[src/pwm_group_pkg.sv]
// Function
// RULE1: unit enable clear gates count clocks off and drops all timer register writes
// RULE2: setting unit enable supplies count clocks with every channel still stopped
// RULE3: software sets the prescaler select register before configuring channels
// RULE4: software sets mode registers, master period value and both slave duty values
// RULE5: software sets each slave output mode bit to one
// RULE6: software clears both slave output level bits during initialisation
// RULE7: software writes each slave output value bit to choose the idle pin level
// RULE8: software sets both slave output enable bits so the timer drives the outputs
// RULE9: pin stays undriven until port latch and port mode are both zero
// RULE10: a stopped channel keeps its slave output at its output value bit
// RULE11: on restart software sets both slave output enable bits again before start
// RULE12: software starts master and both slaves in one write to the start register
// RULE13: start bits are one-shot triggers and always read back as zero
// RULE14: start sets the run status bits of the master and the slaves
// RULE15: master starts and raises its period event at once; slaves start on it
// RULE16: master counts down from period; at zero it raises its event and reloads
// RULE17: slave loads duty on master event, counts down, at zero signals and stops
// RULE18: slave output active one count clock after master event, inactive at zero
// RULE19: duty above period plus one keeps the output active the whole period
// RULE20: stop trigger clears run status, freezes counters, keeps output levels
// RULE21: new period and duty values take effect only when counters reload
`default_nettype none
package pwm_group_pkg;
  localparam int ADDR_W = 8;
  localparam int CNT_W = 16;
  localparam logic [7:0] PER_EN_OFS = 8'h00;
  localparam logic [7:0] PRESCALE_OFS = 8'h04;
  localparam logic [7:0] MMODE_OFS = 8'h08;
  localparam logic [7:0] SMODE_OFS = 8'h0C;
  localparam logic [7:0] PERIOD_OFS = 8'h10;
  localparam logic [7:0] DUTY1_OFS = 8'h14;
  localparam logic [7:0] DUTY2_OFS = 8'h18;
  localparam logic [7:0] OUTMODE_OFS = 8'h1C;
  localparam logic [7:0] START_OFS = 8'h20;
  localparam logic [7:0] STOP_OFS = 8'h24;
  localparam logic [7:0] STATUS_OFS = 8'h28;
  localparam logic [7:0] PORT_OFS = 8'h2C;
  localparam logic [7:0] MCOUNT_OFS = 8'h30;
  localparam logic [7:0] SCOUNT1_OFS = 8'h34;
  localparam logic [7:0] SCOUNT2_OFS = 8'h38;
  localparam int OUT_MODE_LSB = 0;
  localparam int OUT_LVL_LSB = 2;
  localparam int OUT_VAL_LSB = 4;
  localparam int OUT_EN_LSB = 6;
  localparam int PORT_LATCH_LSB = 0;
  localparam int PORT_MODE_LSB = 2;
  localparam logic [3:0] PORT_RST = 4'hC;
  localparam logic [15:0] PSC_RST = 16'h0000;
  localparam logic [1:0] RESP_OKAY = 2'h0;
  localparam logic [1:0] RESP_SLVERR = 2'h2;
  typedef enum logic {SLV_IDLE = 1'b0, SLV_COUNT = 1'b1} slvState_e;
  typedef struct packed {
    logic mode;
    logic level;
    logic enable;
  } slaveCfg_s;
endpackage
`default_nettype wire

[src/pwm_prescaler.sv]
`timescale 1ns/1ns
`default_nettype none
module pwm_prescaler (
  input wire logic clk,
  input wire logic rstn,
  input wire logic en,
  input wire logic [15:0] sel,
  output logic [3:0] tick
);
  import pwm_group_pkg::*;

  logic [15:0] div_ff, nxt_div;
  logic [3:0] tick_ff, nxt_tick;

  function automatic logic [15:0] divMask(input logic [3:0] s);
    divMask = 16'((17'h0_0001 << s) - 17'h0_0001);
  endfunction

  // ----------------------------------------
  // divider: count clock k pulses every 2^sel cycles
  // ----------------------------------------
  always_comb
  begin
    nxt_div = en ? div_ff + 16'h0001 : 16'h0000; // RULE1
    for (int k = 0; k < 4; k++)
    begin
      nxt_tick[k] = en && ((div_ff & divMask(sel[4*k +: 4])) == divMask(sel[4*k +: 4]));
    end
  end

  always_ff @(posedge clk or negedge rstn)
  begin
    if (!rstn)
    begin
      div_ff <= 16'h0000;
      tick_ff <= 4'h0;
    end
    else
    begin
      div_ff <= nxt_div;
      tick_ff <= nxt_tick;
    end
  end

  assign tick = tick_ff;
endmodule // pwm_prescaler
`default_nettype wire

[src/pwm_slave_channel.sv]
`timescale 1ns/1ns
`default_nettype none
module pwm_slave_channel (
  input wire logic clk,
  input wire logic rstn,
  input wire logic clear,
  input wire logic tick,
  input wire logic mEvt,
  input wire logic run,
  input wire logic [pwm_group_pkg::CNT_W-1:0] duty,
  input wire pwm_group_pkg::slaveCfg_s cfg,
  input wire logic valWr,
  input wire logic valIn,
  output logic toBit,
  output logic [pwm_group_pkg::CNT_W-1:0] cnt,
  output logic dutyEnd
);
  import pwm_group_pkg::*;

  slvState_e state_ff, nxt_state;
  logic [CNT_W-1:0] cnt_ff, nxt_cnt;
  logic to_ff, nxt_to;
  logic end_ff, nxt_end;
  logic drive;

  // ----------------------------------------
  // duty counter and output level
  // ----------------------------------------
  always_comb
  begin
    drive = cfg.mode && cfg.enable;
    nxt_state = state_ff;
    nxt_cnt = cnt_ff;
    nxt_to = to_ff; // RULE10
    nxt_end = 1'b0;
    if (clear)
    begin
      nxt_state = SLV_IDLE;
      nxt_cnt = '0;
      nxt_to = 1'b0;
    end
    else
    begin
      if (valWr)
      begin
        nxt_to = valIn;
      end
      if (run)
      begin
        if (mEvt)
        begin
          nxt_cnt = duty; // RULE17 RULE21
          nxt_state = SLV_COUNT;
          // duty equal to period ends on the same count clock as the reload
          if (tick && state_ff == SLV_COUNT && cnt_ff == '0)
          begin
            nxt_end = 1'b1; // RULE17
            if (drive)
            begin
              nxt_to = cfg.level; // RULE18
            end
          end
        end
        else if (tick)
        begin
          case (state_ff)
            SLV_COUNT:
            begin
              if (cnt_ff == '0)
              begin
                nxt_state = SLV_IDLE; // RULE17
                nxt_end = 1'b1;
                if (drive)
                begin
                  nxt_to = cfg.level; // RULE18
                end
              end
              else
              begin
                nxt_cnt = cnt_ff - 16'h0001;
                if (drive)
                begin
                  nxt_to = ~cfg.level; // RULE18 RULE19
                end
              end
            end
            default:
            begin
              nxt_state = SLV_IDLE;
            end
          endcase
        end
      end
    end
  end

  always_ff @(posedge clk or negedge rstn)
  begin
    if (!rstn)
    begin
      state_ff <= SLV_IDLE;
      cnt_ff <= '0;
      to_ff <= 1'b0;
      end_ff <= 1'b0;
    end
    else
    begin
      state_ff <= nxt_state;
      cnt_ff <= nxt_cnt;
      to_ff <= nxt_to;
      end_ff <= nxt_end;
    end
  end

  assign toBit = to_ff;
  assign cnt = cnt_ff;
  assign dutyEnd = end_ff;
endmodule // pwm_slave_channel
`default_nettype wire

[src/multi_pwm_timer_group.sv]
// Chosen here: the register offsets and the AXI4-Lite register port.
`timescale 1ns/1ns
`default_nettype none
module multi_pwm_timer_group (
  input wire logic clk,
  input wire logic rstn,
  input wire logic [pwm_group_pkg::ADDR_W-1:0] s_axi_awaddr,
  input wire logic s_axi_awvalid,
  output logic s_axi_awready,
  input wire logic [31:0] s_axi_wdata,
  input wire logic [3:0] s_axi_wstrb,
  input wire logic s_axi_wvalid,
  output logic s_axi_wready,
  output logic [1:0] s_axi_bresp,
  output logic s_axi_bvalid,
  input wire logic s_axi_bready,
  input wire logic [pwm_group_pkg::ADDR_W-1:0] s_axi_araddr,
  input wire logic s_axi_arvalid,
  output logic s_axi_arready,
  output logic [31:0] s_axi_rdata,
  output logic [1:0] s_axi_rresp,
  output logic s_axi_rvalid,
  input wire logic s_axi_rready,
  output logic [1:0] pwmOut,
  output logic [1:0] pwmDriveN
);
  import pwm_group_pkg::*;

  function automatic logic regHit(input logic [ADDR_W-1:0] a);
    regHit = (a[1:0] == 2'h0) && (a <= SCOUNT2_OFS);
  endfunction

  function automatic logic [31:0] wmerge(input logic [31:0] old, input logic [31:0] d, input logic [3:0] s);
    for (int b = 0; b < 4; b++)
    begin
      wmerge[8*b +: 8] = s[b] ? d[8*b +: 8] : old[8*b +: 8];
    end
  endfunction

  // ----------------------------------------
  // state
  // ----------------------------------------
  logic awHeld_ff, nxt_awHeld, wHeld_ff, nxt_wHeld;
  logic [ADDR_W-1:0] awAddr_ff, nxt_awAddr;
  logic [31:0] wData_ff, nxt_wData;
  logic [3:0] wStrb_ff, nxt_wStrb;
  logic awready_ff, nxt_awready, wready_ff, nxt_wready;
  logic bvalid_ff, nxt_bvalid, arready_ff, nxt_arready, rvalid_ff, nxt_rvalid;
  logic [1:0] bresp_ff, nxt_bresp, rresp_ff, nxt_rresp;
  logic [31:0] rdata_ff, nxt_rdata, rdMux;
  logic perEn_ff, nxt_perEn;
  logic [15:0] psc_ff, nxt_psc;
  logic [1:0] mMode_ff, nxt_mMode, sMode_ff, nxt_sMode;
  logic [CNT_W-1:0] period_ff, nxt_period, mCnt_ff, nxt_mCnt;
  logic [CNT_W-1:0] duty_ff [2];
  logic [CNT_W-1:0] nxt_duty [2];
  logic [CNT_W-1:0] sCnt [2];
  logic [7:0] outMode_ff, nxt_outMode;
  logic [3:0] port_ff, nxt_port;
  logic [2:0] run_ff, nxt_run;
  logic mEvtQ_ff, nxt_mEvtQ;
  logic [1:0] pwmOut_ff, nxt_pwmOut, pwmDriveN_ff, nxt_pwmDriveN;
  logic wrFire, wrTimer, mEvt, tick;
  logic [31:0] wrVal;
  logic [2:0] startTrig, stopTrig, runNow;
  logic [3:0] tick4;
  logic [1:0] toBit, dutyEnd, valWr;
  slaveCfg_s cfg [2];

  // ----------------------------------------
  // bus slave: address and data taken in either order
  // ----------------------------------------
  always_comb
  begin
    nxt_awHeld = awHeld_ff;
    nxt_awAddr = awAddr_ff;
    nxt_wHeld = wHeld_ff;
    nxt_wData = wData_ff;
    nxt_wStrb = wStrb_ff;
    nxt_bvalid = bvalid_ff;
    nxt_bresp = bresp_ff;
    if (s_axi_awvalid && awready_ff)
    begin
      nxt_awHeld = 1'b1;
      nxt_awAddr = s_axi_awaddr;
    end
    if (s_axi_wvalid && wready_ff)
    begin
      nxt_wHeld = 1'b1;
      nxt_wData = s_axi_wdata;
      nxt_wStrb = s_axi_wstrb;
    end
    if (bvalid_ff && s_axi_bready)
    begin
      nxt_bvalid = 1'b0;
    end
    if (wrFire)
    begin
      nxt_awHeld = 1'b0;
      nxt_wHeld = 1'b0;
      nxt_bvalid = 1'b1;
      nxt_bresp = regHit(awAddr_ff) ? RESP_OKAY : RESP_SLVERR;
    end
    nxt_awready = !nxt_awHeld && !nxt_bvalid;
    nxt_wready = !nxt_wHeld && !nxt_bvalid;
    nxt_rvalid = rvalid_ff;
    nxt_rdata = rdata_ff;
    nxt_rresp = rresp_ff;
    if (rvalid_ff && s_axi_rready)
    begin
      nxt_rvalid = 1'b0;
    end
    if (s_axi_arvalid && arready_ff)
    begin
      nxt_rvalid = 1'b1;
      nxt_rdata = rdMux;
      nxt_rresp = regHit(s_axi_araddr) ? RESP_OKAY : RESP_SLVERR;
    end
    nxt_arready = !nxt_rvalid;
  end

  assign wrFire = awHeld_ff && wHeld_ff && !bvalid_ff;
  assign wrTimer = wrFire && perEn_ff; // RULE1
  assign wrVal = wData_ff;

  always_comb
  begin
    rdMux = 32'h0000_0000;
    case (s_axi_araddr)
      PER_EN_OFS: rdMux = 32'(perEn_ff);
      PRESCALE_OFS: rdMux = 32'(psc_ff);
      MMODE_OFS: rdMux = 32'(mMode_ff);
      SMODE_OFS: rdMux = 32'(sMode_ff);
      PERIOD_OFS: rdMux = 32'(period_ff);
      DUTY1_OFS: rdMux = 32'(duty_ff[0]);
      DUTY2_OFS: rdMux = 32'(duty_ff[1]);
      OUTMODE_OFS: rdMux = 32'({outMode_ff[7:6], toBit, outMode_ff[3:0]});
      START_OFS: rdMux = 32'h0000_0000; // RULE13
      STATUS_OFS: rdMux = 32'(run_ff);
      PORT_OFS: rdMux = 32'(port_ff);
      MCOUNT_OFS: rdMux = 32'(mCnt_ff);
      SCOUNT1_OFS: rdMux = 32'(sCnt[0]);
      SCOUNT2_OFS: rdMux = 32'(sCnt[1]);
      default: rdMux = 32'h0000_0000;
    endcase
  end

  // ----------------------------------------
  // registers written by software
  // ----------------------------------------
  always_comb
  begin
    nxt_perEn = perEn_ff;
    nxt_psc = psc_ff;
    nxt_mMode = mMode_ff;
    nxt_sMode = sMode_ff;
    nxt_period = period_ff;
    nxt_duty = duty_ff;
    nxt_outMode = outMode_ff;
    nxt_port = port_ff;
    startTrig = 3'h0;
    stopTrig = 3'h0;
    valWr = 2'h0;
    if (wrFire && awAddr_ff == PER_EN_OFS)
    begin
      nxt_perEn = 1'(wmerge(32'(perEn_ff), wrVal, wStrb_ff)); // RULE2
    end
    if (wrFire && awAddr_ff == PORT_OFS)
    begin
      nxt_port = 4'(wmerge(32'(port_ff), wrVal, wStrb_ff));
    end
    if (wrTimer)
    begin
      case (awAddr_ff)
        PRESCALE_OFS: nxt_psc = 16'(wmerge(32'(psc_ff), wrVal, wStrb_ff));
        MMODE_OFS: nxt_mMode = 2'(wmerge(32'(mMode_ff), wrVal, wStrb_ff));
        SMODE_OFS: nxt_sMode = 2'(wmerge(32'(sMode_ff), wrVal, wStrb_ff));
        PERIOD_OFS: nxt_period = 16'(wmerge(32'(period_ff), wrVal, wStrb_ff)); // RULE21
        DUTY1_OFS: nxt_duty[0] = 16'(wmerge(32'(duty_ff[0]), wrVal, wStrb_ff));
        DUTY2_OFS: nxt_duty[1] = 16'(wmerge(32'(duty_ff[1]), wrVal, wStrb_ff));
        OUTMODE_OFS:
        begin
          nxt_outMode = 8'(wmerge(32'(outMode_ff), wrVal, wStrb_ff));
          valWr = {2{wStrb_ff[0]}};
        end
        START_OFS: startTrig = wStrb_ff[0] ? wrVal[2:0] : 3'h0; // RULE13
        STOP_OFS: stopTrig = wStrb_ff[0] ? wrVal[2:0] : 3'h0;
        default: startTrig = 3'h0;
      endcase
    end
    if (!perEn_ff)
    begin
      nxt_psc = PSC_RST;
      nxt_mMode = 2'h0;
      nxt_sMode = 2'h0;
      nxt_period = '0;
      nxt_duty = '{default: '0};
      nxt_outMode = 8'h00;
    end
  end

  // ----------------------------------------
  // master channel and run status
  // ----------------------------------------
  assign runNow = (run_ff | startTrig) & ~stopTrig; // RULE14 RULE20
  assign tick = tick4[mMode_ff];
  assign mEvt = runNow[0] && (startTrig[0] || (tick && mCnt_ff == '0)); // RULE15 RULE16

  always_comb
  begin
    nxt_run = perEn_ff ? runNow : 3'h0; // RULE2
    nxt_mCnt = mCnt_ff;
    if (!perEn_ff)
    begin
      nxt_mCnt = '0;
    end
    else if (mEvt)
    begin
      nxt_mCnt = period_ff; // RULE16 RULE21
    end
    else if (runNow[0] && tick)
    begin
      nxt_mCnt = mCnt_ff - 16'h0001;
    end
    nxt_mEvtQ = mEvt;
    for (int i = 0; i < 2; i++)
    begin
      nxt_pwmOut[i] = toBit[i];
      nxt_pwmDriveN[i] = port_ff[PORT_LATCH_LSB+i] || port_ff[PORT_MODE_LSB+i]; // RULE9
    end
  end

  pwm_prescaler u_prescaler (
    .clk(clk),
    .rstn(rstn),
    .en(perEn_ff),
    .sel(psc_ff),
    .tick(tick4)
  );

  for (genvar g = 0; g < 2; g++)
  begin : gSlave
    assign cfg[g] = '{mode: outMode_ff[OUT_MODE_LSB+g], level: outMode_ff[OUT_LVL_LSB+g],
      enable: outMode_ff[OUT_EN_LSB+g]};
    pwm_slave_channel u_slave (
      .clk(clk),
      .rstn(rstn),
      .clear(!perEn_ff),
      .tick(tick),
      .mEvt(mEvt),
      .run(runNow[g+1]),
      .duty(duty_ff[g]),
      .cfg(cfg[g]),
      .valWr(valWr[g]),
      .valIn(wrVal[OUT_VAL_LSB+g]),
      .toBit(toBit[g]),
      .cnt(sCnt[g]),
      .dutyEnd(dutyEnd[g])
    );
  end

  always_ff @(posedge clk or negedge rstn)
  begin
    if (!rstn)
    begin
      awHeld_ff <= 1'b0;
      awAddr_ff <= '0;
      wHeld_ff <= 1'b0;
      wData_ff <= 32'h0000_0000;
      wStrb_ff <= 4'h0;
      awready_ff <= 1'b1;
      wready_ff <= 1'b1;
      bvalid_ff <= 1'b0;
      bresp_ff <= RESP_OKAY;
      arready_ff <= 1'b1;
      rvalid_ff <= 1'b0;
      rdata_ff <= 32'h0000_0000;
      rresp_ff <= RESP_OKAY;
      perEn_ff <= 1'b0;
      psc_ff <= PSC_RST;
      mMode_ff <= 2'h0;
      sMode_ff <= 2'h0;
      period_ff <= '0;
      duty_ff <= '{default: '0};
      outMode_ff <= 8'h00;
      port_ff <= PORT_RST;
      run_ff <= 3'h0;
      mCnt_ff <= '0;
      mEvtQ_ff <= 1'b0;
      pwmOut_ff <= 2'h0;
      pwmDriveN_ff <= 2'h3;
    end
    else
    begin
      awHeld_ff <= nxt_awHeld;
      awAddr_ff <= nxt_awAddr;
      wHeld_ff <= nxt_wHeld;
      wData_ff <= nxt_wData;
      wStrb_ff <= nxt_wStrb;
      awready_ff <= nxt_awready;
      wready_ff <= nxt_wready;
      bvalid_ff <= nxt_bvalid;
      bresp_ff <= nxt_bresp;
      arready_ff <= nxt_arready;
      rvalid_ff <= nxt_rvalid;
      rdata_ff <= nxt_rdata;
      rresp_ff <= nxt_rresp;
      perEn_ff <= nxt_perEn;
      psc_ff <= nxt_psc;
      mMode_ff <= nxt_mMode;
      sMode_ff <= nxt_sMode;
      period_ff <= nxt_period;
      duty_ff <= nxt_duty;
      outMode_ff <= nxt_outMode;
      port_ff <= nxt_port;
      run_ff <= nxt_run;
      mCnt_ff <= nxt_mCnt;
      mEvtQ_ff <= nxt_mEvtQ;
      pwmOut_ff <= nxt_pwmOut;
      pwmDriveN_ff <= nxt_pwmDriveN;
    end
  end

  assign s_axi_awready = awready_ff;
  assign s_axi_wready = wready_ff;
  assign s_axi_bvalid = bvalid_ff;
  assign s_axi_bresp = bresp_ff;
  assign s_axi_arready = arready_ff;
  assign s_axi_rvalid = rvalid_ff;
  assign s_axi_rdata = rdata_ff;
  assign s_axi_rresp = rresp_ff;
  assign pwmOut = pwmOut_ff;
  assign pwmDriveN = pwmDriveN_ff;
endmodule // multi_pwm_timer_group
`default_nettype wire

[config.mk]
export PLATFORM = sky130hd
export DESIGN_NAME = multi_pwm_timer_group
export DESIGN_NICKNAME = d
export VERILOG_FILES = /design/src/pwm_group_pkg.sv /design/src/pwm_prescaler.sv /design/src/pwm_slave_channel.sv /design/src/multi_pwm_timer_group.sv
export SDC_FILE = /design/constraint.sdc
export NUM_CORES = 1
export LEC_CHECK = 0
export BUFFER_PORTS_ARGS = -buffer_cell sky130_fd_sc_hd__buf_2
export CORE_MARGIN = 4
export CORE_UTILIZATION = 38
export DETAILED_ROUTE_END_ITERATION = 6
export GPL_TIMING_DRIVEN = 0
export PLACE_DENSITY = 0.56
export SETUP_SLACK_MARGIN = 0.02
export SKIP_LAST_GASP = 1
export SLEW_MARGIN = 20
export SYNTH_ARGS = -nofsm -noshare
export SYNTH_HDL_FRONTEND = slang
export SYNTH_SLANG_ARGS = --single-unit
[constraint.sdc]
create_clock -name clk -period 7.82 [get_ports clk]
set_clock_uncertainty 0.05 [all_clocks]
set_input_delay 0.782 -clock clk [delete_from_list [all_inputs] [get_ports clk]]
set_output_delay 0.782 -clock clk [all_outputs]
set_load 0.05 [all_outputs]
==> tab_implementation.tex, run 1 <==
\begin{tabular}{lr}
\hline
Metric & Value \\
\hline
\multicolumn{2}{l}{\textbf{Clocking}} \\
\quad Clock transition time at the flip-flop clock pins of the worst setup and hold paths & 0.06 ns \\
\quad Number of post-CTS setup repair buffers & 0 \\
\quad Number of instances resized during post-cts repair & 0 \\
\quad Clock tree from TritonCTS & done \\
\quad CTS H-Tree Depth & 1 \\
\quad Total clock buffers created by CTS & 25 \\
\quad CTS Sinks & 208 \\
\quad Insertion delay to the later sink of the worst-skew pair & 0.53 ns \\
\quad Clock Tree Root & sky130\_fd\_sc\_hd\_\_clkbuf\_16 \\
\quad CTS Hold Buffers Added & 0 \\
\quad Maximum buffer depth of the clock tree & 3 \\
\multicolumn{2}{l}{\textbf{Min path}} \\
\quad Worst min-delay path category & in2async \\
\multicolumn{2}{l}{\textbf{STA}} \\
\quad Final number of hold-violating endpoints & 0 \\
\quad Max-slew violation count & 0 \\
\quad Peak Freq & 267 MHz \\
\quad Fin crit share & 47.8\% \\
\quad Worst slack on hold paths & 0.104 ns \\
\quad Transition time of the tightest slew-check pin & 1.16 ns \\
\quad Normalized max-slew margin & 22.3\% \\
\quad Unrepaired setup endpoints after global routing & false \\
\quad Total Neg Setup Slack & 0 ns \\
\quad Final setup violation count & 0 \\
\quad Final period demand of the worst path & 3.74 ns \\
\multicolumn{2}{l}{\textbf{Routing}} \\
\quad First drt pass iteration count & 6 \\
\quad Post-route DRC violation count & 0 \\
\quad Detail-routed via count per cell & 6.09 \\
\quad Routed wire per std cell & 24.6 um \\
\quad Violation count after the first detailed-route iteration & 1364 \\
\quad Total number of vias & 11200 \\
\quad Final ANT Viol Nets & 0 \\
\quad Wirelength, routed & 45400 um \\
\multicolumn{2}{l}{\textbf{Layout}} \\
\quad Footprint of the multi-input gates & 0.00622 sq mm \\
\quad Sequential cell area & 0.00521 sq mm \\
\quad Area growth from synthesis to layout & 14.8\% \\
\quad Post-Route Utilization & 44.5\% \\
\quad Final \#Nets & 1493 \\
\quad Final design instance area without fill & 0.0137 sq mm \\
\quad Proportion of layout cells with a drive suffix above 1 & 16.0\% \\
\quad Filler instances & 3040 \\
\multicolumn{2}{l}{\textbf{Synth}} \\
\quad Synth Instances & 1313 \\
\quad Post-synthesis instance area & 0.0120 sq mm \\
\quad Most repeated cell in the gate-level netlist after synthesis & sky130\_fd\_sc\_hd\_\_dfrtp\_1 \\
\quad Mean post-synth cell area & 9.11 sq um \\
\quad Most instantiated cells after synthesis & 201 x sky130\_fd\_sc\_hd\_\_dfrtp\_1, 131 x sky130\_fd\_sc\_hd\_\_nand2\_1, 103 x sky130\_fd\_sc\_hd\_\_a21oi\_1, 93 x sky130\_fd\_sc\_hd\_\_nor2\_1, 76 x sky130\_fd\_sc\_hd\_\_mux2\_2 \\
\quad Largest cells by area after synthesis & sky130\_fd\_sc\_hd\_\_dfrtp\_1 42\%, sky130\_fd\_sc\_hd\_\_mux2\_2 7.2\%, sky130\_fd\_sc\_hd\_\_a21oi\_1 4.3\% \\
\quad Yosys reg bits & 208 \\
\quad Sequential fraction of the synthesis area & 43.6\% \\
\quad Top\_reg\_cell synth & sky130\_fd\_sc\_hd\_\_dfrtp\_1 \\
\quad Count of distinct cell types in the synthesized netlist & 76 \\
\quad Warnings from Yosys & 0 \\
\quad Area leader, netlist & sky130\_fd\_sc\_hd\_\_dfrtp\_1 \\
\quad Share of the synthesized area in the top cell type & 42.1\% \\
\quad Number of enable flip-flop cells after synthesis & 0 \\
\quad FFs w/ async S/R, synth & 100\% \\
\multicolumn{2}{l}{\textbf{Place}} \\
\quad Number of buffers added on ports & 67 \\
\quad Routability cong. & 0.961 \\
\quad Area after detailed placement & 0.0129 sq mm \\
\quad DP HPWL & 34000 um \\
\multicolumn{2}{l}{\textbf{Global route}} \\
\quad GR Util All Layers & 26.5\% \\
\quad Global-route wire length before repair & 69300 um \\
\quad Via count of the first global-routing pass & 10900 \\
\quad Antenna violations before repair & 0 \\
\quad Largest net degree at the start of global routing & 91 \\
\quad Remaining global-route overflow & 0 \\
\multicolumn{2}{l}{\textbf{Power and ir drop}} \\
\quad Pwr/cell area & 234 mW/mm\^{}2 \\
\quad P\_leak & 5.76 nW \\
\quad Peak supply drop & 0.196 mV \\
\multicolumn{2}{l}{\textbf{Setup path}} \\
\quad Crit start category & register \\
\quad Setup slack, reg-to-reg & 4.08 ns \\
\quad Critical path type & reg2reg \\
\quad Maximum fanout count along the critical path & 10 \\
\quad Data arrival, critical path & 4.13 ns \\
\quad Register-to-Register Path Depth & 8 \\
\quad CP Capture Type & register \\
\quad Reg-to-reg startpoint & mCnt\_ff[8]\$\_DFFE\_PN0P\_ \\
\quad Data required time at the worst endpoint & 8.21 ns \\
\quad Critical R2R Capture & mCnt\_ff[8]\$\_DFFE\_PN0P\_ \\
\multicolumn{2}{l}{\textbf{Floorplanning}} \\
\quad Number of rows created at floorplan & 64 \\
\quad Floorplan Core Area & 0.0308 sq mm \\
\quad Overall die area & 0.0344 sq mm \\
\quad Number of top-level design ports & 104 \\
\quad Initial Utilization & 38.8\% \\
\quad Vertical extent of the die & 185 um \\
\quad Width of the die & 185 um \\
\multicolumn{2}{l}{\textbf{Outcome}} \\
\quad Status & complete, no violations \\
\multicolumn{2}{l}{\textbf{Job}} \\
\quad Count of max-cap constraint violations & 0 \\
\hline
\end{tabular}
-- cell type report --
cell class | count | area share (%)
sequential | 208 | 38.0
timing repair buffer | 69 | 2.92
clock buffer | 41 | 5.43
inverter | 31 | 0.848
tap | 396 | 3.61
buffer | 106 | 3.51
clock inverter | 4 | 0.346
antenna | 1 | 0.0182
multi-input combinational | 985 | 45.3
-- flip-flops by register name, summed over array words and instances (netlist names), 3 cells and up --
register / count
awAddr_ff: 8
duty_ff: 32
gSlave.u_slave.cnt: 32
mCnt_ff: 16
outMode_ff: 6
period_ff: 16
port_ff: 4
psc_ff: 16
run_ff: 3
s_axi_rdata: 16
u_prescaler.div_ff: 15
u_prescaler.tick: 4
wData_ff: 16
-- cell families (layout without fill, tap and decap cells) --
| logic type | count (synthesis) | count (layout) | share of synthesized area (%) |
|---|---|---|---|
| xor gates and xnor gates | 20 | 20 | 1.46 |
| buffers and inverters | 137 | 251 | 5.00 |
| adders and majority gates | 8 | 8 | 0.837 |
| DFF | 208 | 208 | 43.6 |
| other | 1 | 19 | 0.0314 |
| AOI/OAI and AO/OA | 376 | 376 | 20.3 |
| muxes | 100 | 100 | 9.37 |
| and+or+nand+nor | 463 | 463 | 19.4 |
-- metrics by stage --
stage,instances,total power (W),worst slack (ns)
global placement,1793,0.00207,2.15
detailed placement,1795,0.00208,3.73
finish,1841,0.00321,4.08
global route,1840,0.00335,3.82
floorplan,1330,0.00182,5.30
CTS,1840,0.00323,4.19
-- routing by layer --
metal / track usage, % / share of wire (%)
met1: 37.6 / 44
met2: 40.8 / 44
met4: 8.46 / 3.5
met5: 0 / 0
met3: 5.20 / 8.1
-- worst max path at each step --
| stage | start | end | slack [ns] |
|---|---|---|---|
| 2_1_floorplan | awAddr_ff[4]$_DFFE_PN0P_ | gSlave[1].u_slave.cnt[10]$_DFFE_PN0P_ | 5.30 |
| 3_3_place_gp | rstn | awAddr_ff[0]$_DFFE_PN0P_ | 2.15 |
| 3_5_place_dp | s_axi_araddr[1] | s_axi_rdata[14]$_DFFE_PN0P_ | 3.73 |
| 4_1_cts | mCnt_ff[8]$_DFFE_PN0P_ | gSlave[0].u_slave.cnt[9]$_DFFE_PN0P_ | 4.19 |
| 5_1_grt | mCnt_ff[8]$_DFFE_PN0P_ | gSlave[0].u_slave.cnt[7]$_DFFE_PN0P_ | 3.82 |
| 6_report | mCnt_ff[8]$_DFFE_PN0P_ | mCnt_ff[8]$_DFFE_PN0P_ | 4.08 |
-- worst max-delay path: stages, from the launching register on --
cell and delay, ns:
sky130_fd_sc_hd__dfrtp_1 0.36, sky130_fd_sc_hd__clkbuf_1 0.19, sky130_fd_sc_hd__nor4_1 0.54, sky130_fd_sc_hd__nand4_1 0.43, sky130_fd_sc_hd__o32ai_1 0.79, sky130_fd_sc_hd__buf_2 0.41, sky130_fd_sc_hd__buf_1 0.55, sky130_fd_sc_hd__a21oi_1 0.16
sky130_fd_sc_hd__o22ai_1 0.17
-- placed cells by master (no fill, tap or decap), types with 7 or more instances in the layout --
cell | Yosys | final
sky130_fd_sc_hd__o21ai_0 | 73 | 73
sky130_fd_sc_hd__nor4_1 | 26 | 26
sky130_fd_sc_hd__ha_1 | 8 | 8
sky130_fd_sc_hd__clkbuf_16 | 0 | 25
sky130_fd_sc_hd__inv_1 | 31 | 31
sky130_fd_sc_hd__xor2_1 | 9 | 9
sky130_fd_sc_hd__or3_1 | 16 | 16
sky130_fd_sc_hd__a31oi_1 | 17 | 17
sky130_fd_sc_hd__nor3_1 | 46 | 45
sky130_fd_sc_hd__o21ai_1 | 21 | 20
sky130_fd_sc_hd__a21oi_1 | 103 | 103
sky130_fd_sc_hd__conb_1 | 1 | 18
sky130_fd_sc_hd__xnor2_1 | 11 | 11
sky130_fd_sc_hd__nor4b_1 | 8 | 8
sky130_fd_sc_hd__dfstp_2 | 7 | 7
sky130_fd_sc_hd__or4_1 | 11 | 11
sky130_fd_sc_hd__mux2i_1 | 22 | 22
sky130_fd_sc_hd__nand3_1 | 41 | 41
sky130_fd_sc_hd__nor2b_1 | 11 | 11
sky130_fd_sc_hd__dfrtp_1 | 201 | 201
sky130_fd_sc_hd__a222oi_1 | 9 | 9
sky130_fd_sc_hd__o211ai_1 | 17 | 17
sky130_fd_sc_hd__nor2_1 | 93 | 93
sky130_fd_sc_hd__o2bb2ai_1 | 8 | 8
sky130_fd_sc_hd__buf_4 | 18 | 18
sky130_fd_sc_hd__a22oi_1 | 17 | 17
sky130_fd_sc_hd__o22ai_1 | 31 | 31
sky130_fd_sc_hd__and2_1 | 22 | 22
sky130_fd_sc_hd__buf_2 | 7 | 73
sky130_fd_sc_hd__clkbuf_1 | 74 | 84
sky130_fd_sc_hd__mux2_2 | 76 | 76
sky130_fd_sc_hd__and3_1 | 11 | 11
sky130_fd_sc_hd__nand2_1 | 131 | 131
sky130_fd_sc_hd__a221oi_1 | 11 | 11
sky130_fd_sc_hd__nand4_1 | 13 | 13
sky130_fd_sc_hd__a22o_1 | 8 | 8
-- power by group --
| group | leakage [nW] | internal [W] | switching [W] |
|---|---|---|---|
| Clock | 0.385 | 0.000679 | 0.000460 |
| Sequential | 2.78 | 0.00121 | 0.000138 |
| Combinational | 2.59 | 0.000242 | 0.000481 |
No activity file was read; power rests on OpenSTA's default activity.
==> run 2, diff against run 1 <==
==> constraint.sdc (replaced) <==
create_clock -name clk -period 3.55 [get_ports clk]
set_clock_uncertainty 0.05 [all_clocks]
set_input_delay 0.355 -clock clk [delete_from_list [all_inputs] [get_ports clk]]
set_output_delay 0.355 -clock clk [all_outputs]
set_load 0.05 [all_outputs]
==> run 2 against run 1 <==
Against the previous run:
- global-route usage is essentially flat
- hold slack worse by 0.097 ns
- total power rose by 120%
- first-iteration DRC count shrank 1.2%
- critical path type unchanged
- critical endpoint is now duty_ff[9]$_DFFE_PN0P_
==> tab_implementation.tex, run 2 (synthesis results as in run 1) <==
\begin{tabular}{lr}
\hline
Metric & Value \\
\hline
\multicolumn{2}{l}{\textbf{Routing}} \\
\quad Detail-routed via count per cell & 6.06 \\
\quad First drt pass iteration count & 5 \\
\quad Wirelength, routed & 45400 um \\
\quad Post-route DRC violation count & 0 \\
\quad Routed wire per std cell & 24.5 um \\
\quad Total number of vias & 11200 \\
\quad Violation count after the first detailed-route iteration & 1347 \\
\quad Final ANT Viol Nets & 0 \\
\multicolumn{2}{l}{\textbf{STA}} \\
\quad Final number of hold-violating endpoints & 0 \\
\quad Final setup violation count & 0 \\
\quad Transition time of the tightest slew-check pin & 1.22 ns \\
\quad Normalized max-slew margin & 18.3\% \\
\quad Total Neg Setup Slack & 0 ns \\
\quad Fin crit share & 96.1\% \\
\quad Peak Freq & 293 MHz \\
\quad Worst setup slack after layout & 0.139 ns \\
\quad Unrepaired setup endpoints after global routing & false \\
\quad Final period demand of the worst path & 3.41 ns \\
\quad Max-slew violation count & 0 \\
\multicolumn{2}{l}{\textbf{Clocking}} \\
\quad Number of post-CTS setup repair buffers & 0 \\
\quad CTS Sinks & 208 \\
\quad Maximum buffer depth of the clock tree & 3 \\
\quad Clock Tree Root & sky130\_fd\_sc\_hd\_\_clkbuf\_16 \\
\quad Clock tree from TritonCTS & done \\
\quad Total clock buffers created by CTS & 25 \\
\quad Insertion delay to the later sink of the worst-skew pair & 0.52 ns \\
\quad Clock transition time at the flip-flop clock pins of the worst setup and hold paths & 0.06 ns \\
\quad CTS H-Tree Depth & 1 \\
\multicolumn{2}{l}{\textbf{Min path}} \\
\quad Worst min-delay path category & in2reg \\
\multicolumn{2}{l}{\textbf{Layout}} \\
\quad Post-Route Utilization & 44.8\% \\
\quad Footprint of the multi-input gates & 0.00623 sq mm \\
\quad Area growth from synthesis to layout & 15.6\% \\
\quad Filler instances & 3029 \\
\quad Most frequent standard cell in the layout excluding fill and tap cells & sky130\_fd\_sc\_hd\_\_dfrtp\_1 \\
\quad Leading cell types in the layout, fill and taps excluded & 201 x sky130\_fd\_sc\_hd\_\_dfrtp\_1, 131 x sky130\_fd\_sc\_hd\_\_nand2\_1, 103 x sky130\_fd\_sc\_hd\_\_a21oi\_1, 93 x sky130\_fd\_sc\_hd\_\_nor2\_1, 82 x sky130\_fd\_sc\_hd\_\_clkbuf\_1 \\
\quad Sequential cell area & 0.00521 sq mm \\
\quad Final \#Nets & 1502 \\
\quad Proportion of layout cells with a drive suffix above 1 & 16.2\% \\
\multicolumn{2}{l}{\textbf{Global route}} \\
\quad Remaining global-route overflow & 0 \\
\quad Largest net degree at the start of global routing & 91 \\
\quad Global-route wire length before repair & 69300 um \\
\quad Antenna violations before repair & 0 \\
\quad GR Util All Layers & 26.5\% \\
\quad Via count of the first global-routing pass & 10900 \\
\multicolumn{2}{l}{\textbf{Floorplanning}} \\
\quad Number of rows created at floorplan & 64 \\
\quad Number of top-level design ports & 104 \\
\quad Floorplan Core Area & 0.0308 sq mm \\
\quad Width of the die & 185 um \\
\quad Overall die area & 0.0344 sq mm \\
\quad Vertical extent of the die & 185 um \\
\quad Initial Utilization & 38.8\% \\
\multicolumn{2}{l}{\textbf{Power and ir drop}} \\
\quad Power share of the clock group & 35.4\% \\
\quad Part of the power in combinational logic & 22.7\% \\
\quad Peak supply drop & 0.432 mV \\
\quad Pwr/cell area & 512 mW/mm\^{}2 \\
\quad P\_leak & 5.81 nW \\
\quad Switching Fraction & 33.6\% \\
\quad Internal power summed over all cells & 0.00470 W \\
\quad Part of the total power dissipated in sequential elements & 41.9\% \\
\quad Switching power & 0.00238 W \\
\multicolumn{2}{l}{\textbf{Setup path}} \\
\quad Maximum fanout count along the critical path & 8 \\
\quad Critical path type & reg2reg \\
\quad Crit start category & register \\
\quad CP Capture Type & register \\
\quad Data required time at the worst endpoint & 3.91 ns \\
\quad Data arrival, critical path & 3.77 ns \\
\multicolumn{2}{l}{\textbf{Job}} \\
\quad Count of max-cap constraint violations & 0 \\
\multicolumn{2}{l}{\textbf{Place}} \\
\quad Number of buffers added on ports & 67 \\
\quad DP HPWL & 34000 um \\
\quad Setup Slack @ Placement & -0.116 ns \\
\quad Routability cong. & 0.961 \\
\multicolumn{2}{l}{\textbf{Outcome}} \\
\quad Status & complete, no violations \\
\hline
\end{tabular}
run 2: cell count changes in the layout (fill, tap and decap cells not counted), sizes merged:
| cell | delta |
|---|---|
| buf | -1 |
| dlygate4sd3 | +9 |
| clkbuf | +1 |
run 2: power groups by stage:
| stage | Clock (W) | Combinational (W) | Sequential (W) |
|---|---|---|---|
| 2_1_floorplan | 0 | 0.000881 | 0.00313 |
| 3_3_place_gp | 0 | 0.00156 | 0.00299 |
| 3_5_place_dp | 0 | 0.00158 | 0.00301 |
| 4_1_cts | 0.00255 | 0.00160 | 0.00297 |
| 5_1_grt | 0.00265 | 0.00174 | 0.00301 |
| 6_report | 0.00251 | 0.00160 | 0.00297 |
run 2: critical path, cell delays in order, from the launching register on:
cell	delay, ns
sky130_fd_sc_hd__dfrtp_1	0.36
sky130_fd_sc_hd__clkbuf_1	0.23
sky130_fd_sc_hd__nor4b_1	0.83
sky130_fd_sc_hd__nand2_1	0.36
sky130_fd_sc_hd__o21ai_1	1.02
sky130_fd_sc_hd__mux2_2	0.43
run 2: cell type report:
| type | instances | area share, % |
|---|---|---|
| buffer | 106 | 3.51 |
| multi-input combinational | 985 | 45.0 |
| timing repair buffer | 78 | 3.55 |
| sequential | 208 | 37.7 |
| tap | 396 | 3.58 |
| antenna | 1 | 0.0181 |
| clock inverter | 4 | 0.344 |
| inverter | 31 | 0.842 |
| clock buffer | 41 | 5.39 |
run 2: routing by layer:
| layer | GRT usage [%] | share of wire [%] | routed length, um |
|---|---|---|---|
| met1 | 37.5 | 44 | 20100 |
| met2 | 40.9 | 45 | 20200 |
| met4 | 8.46 | 3.3 | 1500 |
| met5 | 0 | 0 | 0 |
| met3 | 5.15 | 7.9 | 3570 |
run 2: stage by stage:
| stage | total power (W) | instances | cell area (sq um) | hold WS (ns) |
|---|---|---|---|---|
| 2_1_floorplan | 0.00401 | 1330 | 12000 | 0.00941 |
| 3_3_place_gp | 0.00455 | 1793 | 12900 | 0.418 |
| 3_5_place_dp | 0.00459 | 1795 | 12900 | 0.251 |
| 4_1_cts | 0.00712 | 1849 | 13800 | 0.000186 |
| 5_1_grt | 0.00740 | 1849 | 13800 | 0.00399 |
| 6_report | 0.00708 | 1850 | 13800 | 0.00697 |
run 2: final timing paths:
path / depth (start not counted) / from / slack [ns] / to
max in group asynchronous: 3 / rstn / 2.34 / s_axi_wready$_DFF_PN1_
worst min register to register: 0 / gSlave[1].u_slave.toBit$_DFF_PN0_ / 0.42 / pwmOut[1]$_DFF_PN0_
worst max-delay path: 5 / awAddr_ff[2]$_DFFE_PN0P_ / 0.14 / duty_ff[9]$_DFFE_PN0P_
worst min-delay path: 2 / s_axi_rready / 0.007 / s_axi_rvalid$_DFF_PN0_
min in group asynchronous: 2 / rstn / 0.28 / wData_ff[15]$_DFFE_PN0P_
worst max register to register: 5 / awAddr_ff[2]$_DFFE_PN0P_ / 0.14 / duty_ff[9]$_DFFE_PN0P_
run 2: timing repair:
item,in CTS,in global routing
endpoints found under the hold margin,54,0
resized for setup,1,5
setup endpoints to repair,31,30
cloned,0,0
hold buffers,9,0
==> run 3, diff against run 2 <==
--- a/config.mk
+++ b/config.mk
@@ -10,9 +10,8 @@
 export CORE_UTILIZATION = 38
 export DETAILED_ROUTE_END_ITERATION = 6
 export GPL_TIMING_DRIVEN = 0
-export PLACE_DENSITY = 0.56
+export PLACE_DENSITY = 0.69
 export SETUP_SLACK_MARGIN = 0.02
-export SKIP_LAST_GASP = 1
 export SLEW_MARGIN = 20
 export SYNTH_ARGS = -nofsm -noshare
 export SYNTH_HDL_FRONTEND = slang
==> constraint.sdc (replaced) <==
create_clock -name clk -period 2.8 [get_ports clk]
set_clock_uncertainty 0.05 [all_clocks]
set_input_delay 0.28 -clock clk [delete_from_list [all_inputs] [get_ports clk]]
set_output_delay 0.28 -clock clk [all_outputs]
set_load 0.05 [all_outputs]
==> run 3 against run 2 <==
Against the previous run:
- hold slack better by 0.033 ns
- non-clock buffer count is 43 higher
- clock-buffer cell count shrank 10
- sequential power grew 29%
- via count grew 4.7%
- combinational power increased by 38%
- highest routed layer unchanged
- global-route usage decreased by 0.78 points
==> tab_implementation.tex, run 3 (synthesis results as in run 1) <==
\begin{tabular}{lr}
\hline
Metric & Value \\
\hline
\multicolumn{2}{l}{\textbf{Setup path}} \\
\quad Crit start category & register \\
\quad Data required time at the worst endpoint & 3.16 ns \\
\quad Data arrival, critical path & 3.10 ns \\
\quad Register-to-Register Path Depth & 4 \\
\quad Critical path type & reg2reg \\
\quad Setup slack, reg-to-reg & 0.07 ns \\
\quad CP Capture Type & register \\
\quad Reg-to-reg startpoint & awAddr\_ff[5]\$\_DFFE\_PN0P\_ \\
\quad Critical R2R Capture & duty\_ff[6]\$\_DFFE\_PN0P\_ \\
\quad Maximum fanout count along the critical path & 8 \\
\multicolumn{2}{l}{\textbf{Routing}} \\
\quad Violation count after the first detailed-route iteration & 1606 \\
\quad Detail-routed via count per cell & 6.21 \\
\quad Routed wire per std cell & 23.8 um \\
\quad Post-route DRC violation count & 0 \\
\quad Total number of vias & 11700 \\
\quad Final ANT Viol Nets & 0 \\
\quad Wirelength, routed & 45000 um \\
\quad First drt pass iteration count & 6 \\
\multicolumn{2}{l}{\textbf{Global route}} \\
\quad GR Layer Usage met3 & 5.01\% \\
\quad Global routing's busiest layer & met2 \\
\quad Antenna violations before repair & 0 \\
\quad Global-route wire length before repair & 68000 um \\
\quad GR Util All Layers & 25.7\% \\
\quad Global Route met1 Usage & 35.9\% \\
\quad Fraction of met2 tracks used by global routing & 38.7\% \\
\quad Via count of the first global-routing pass & 11200 \\
\quad Remaining global-route overflow & 0 \\
\quad Largest net degree at the start of global routing & 98 \\
\multicolumn{2}{l}{\textbf{Place}} \\
\quad DP HPWL & 32500 um \\
\quad Routability cong. & 0.979 \\
\quad Setup Slack @ Placement & -0.861 ns \\
\quad Number of buffers added on ports & 67 \\
\multicolumn{2}{l}{\textbf{Layout}} \\
\quad Area growth from synthesis to layout & 23.0\% \\
\quad Diodes inserted & 0 \\
\quad Proportion of layout cells with a drive suffix above 1 & 22.1\% \\
\quad Final \#Nets & 1544 \\
\quad Leading cell types in the layout, fill and taps excluded & 197 x sky130\_fd\_sc\_hd\_\_dfrtp\_1, 130 x sky130\_fd\_sc\_hd\_\_nand2\_1, 101 x sky130\_fd\_sc\_hd\_\_a21oi\_1, 89 x sky130\_fd\_sc\_hd\_\_nor2\_1, 76 x sky130\_fd\_sc\_hd\_\_mux2\_2 \\
\quad Most frequent standard cell in the layout excluding fill and tap cells & sky130\_fd\_sc\_hd\_\_dfrtp\_1 \\
\multicolumn{2}{l}{\textbf{Min path}} \\
\quad Hold-critical path endpoint & s\_axi\_rvalid\$\_DFF\_PN0\_ \\
\quad Worst min-delay path category & in2reg \\
\quad Worst Hold Depth & 3 \\
\quad Hold path start & s\_axi\_arvalid \\
\multicolumn{2}{l}{\textbf{STA}} \\
\quad Max-slew violation count & 0 \\
\quad Peak Freq & 366 MHz \\
\quad Normalized max-slew margin & 28.1\% \\
\quad Worst setup slack after layout & 0.0669 ns \\
\quad Final number of hold-violating endpoints & 0 \\
\quad Unrepaired setup endpoints after global routing & true \\
\quad Transition time of the tightest slew-check pin & 1.06 ns \\
\quad Final setup violation count & 0 \\
\quad Fin crit share & 97.6\% \\
\quad Worst slack on hold paths & 0.0400 ns \\
\quad Final period demand of the worst path & 2.73 ns \\
\multicolumn{2}{l}{\textbf{Clocking}} \\
\quad CTS H-Tree Depth & 1 \\
\quad Clock Tree Root & sky130\_fd\_sc\_hd\_\_clkbuf\_16 \\
\quad Clock tree from TritonCTS & done \\
\quad Clock transition time at the flip-flop clock pins of the worst setup and hold paths & 0.06 ns \\
\quad Insertion delay to the later sink of the worst-skew pair & 0.53 ns \\
\quad Maximum buffer depth of the clock tree & 3 \\
\quad CTS Sinks & 208 \\
\quad Total clock buffers created by CTS & 24 \\
\multicolumn{2}{l}{\textbf{Job}} \\
\quad Count of max-cap constraint violations & 0 \\
\multicolumn{2}{l}{\textbf{Floorplanning}} \\
\quad Vertical extent of the die & 185 um \\
\quad Initial Utilization & 38.8\% \\
\quad Overall die area & 0.0344 sq mm \\
\quad Floorplan Core Area & 0.0308 sq mm \\
\quad Number of rows created at floorplan & 64 \\
\quad Number of top-level design ports & 104 \\
\quad Width of the die & 185 um \\
\multicolumn{2}{l}{\textbf{Power and ir drop}} \\
\quad Peak supply drop & 0.644 mV \\
\quad P\_leak & 6.25 nW \\
\quad Pwr/cell area & 650 mW/mm\^{}2 \\
\multicolumn{2}{l}{\textbf{Outcome}} \\
\quad Status & complete, no violations \\
\hline
\end{tabular}
-- run 3: final cells by class --
type                       count  area, sq um
sequential                   208         5220
buffer                        98          519
timing repair buffer         129          947
tap                          396          495
fill                        2869        16100
clock buffer                  31          678
multi-input combinational    985         6530
inverter                      31          116
clock inverter                13          204
-- run 3: critical path, cell delays in order (launching register included) --
cell	delay [ns]
sky130_fd_sc_hd__dfrtp_2	0.46
sky130_fd_sc_hd__nor4b_2	0.73
sky130_fd_sc_hd__nand2_1	0.42
sky130_fd_sc_hd__o21ai_2	0.56
sky130_fd_sc_hd__mux2_2	0.40
-- run 3: power breakdown --
part	internal [W]	switching [W]	leakage, nW
logic	0.000811	0.00139	3.05
registers	0.00339	0.000451	2.77
clock network	0.00218	0.00135	0.432
total	0.00637	0.00319	6.25
-- run 3: how the worst max path moves through the flow --
stage,endpoint,cells after the start,from
3_5_place_dp,gSlave[1].u_slave.cnt[5]$_DFFE_PN0P_,8,mCnt_ff[8]$_DFFE_PN0P_
2_1_floorplan,gSlave[1].u_slave.cnt[10]$_DFFE_PN0P_,7,awAddr_ff[4]$_DFFE_PN0P_
3_3_place_gp,gSlave[1].u_slave.cnt[13]$_DFFE_PN0P_,1,rstn
5_1_grt,gSlave[1].u_slave.cnt[11]$_DFFE_PN0P_,8,awAddr_ff[7]$_DFFE_PN0P_
4_1_cts,gSlave[1].u_slave.cnt[9]$_DFFE_PN0P_,7,awAddr_ff[6]$_DFFE_PN0P_
6_report,duty_ff[6]$_DFFE_PN0P_,4,awAddr_ff[5]$_DFFE_PN0P_
-- run 3: repair_timing --
item	CTS	global route
buffers inserted	17	11
hold buffers	32	0
setup endpoints to repair	91	91
pin swaps	7	7
gates resized for setup	46	66
hold endpoints to repair	216	0
-- run 3: per-layer routing --
metal  part of all wire [%]  up-vias
li1                       -     5175
met1                     41     5730
met2                     44      694
met3                     10      144
met4                    5.3        0
met5                      0        -
-- run 3: metrics by stage --
stage	power [W]	utilization [%]	setup TNS (ns)	instance area, sq um	std cells
5_1_grt	0.00990	47.7	-0.0601	14700	1891
3_3_place_gp	0.00572	41.7	-508.55	12900	1793
3_5_place_dp	0.00578	41.9	-46.00	12900	1795
4_1_cts	0.00946	46.8	0	14400	1887
2_1_floorplan	0.00508	-	0	12000	1330
6_report	0.00956	47.7	0	14700	1891
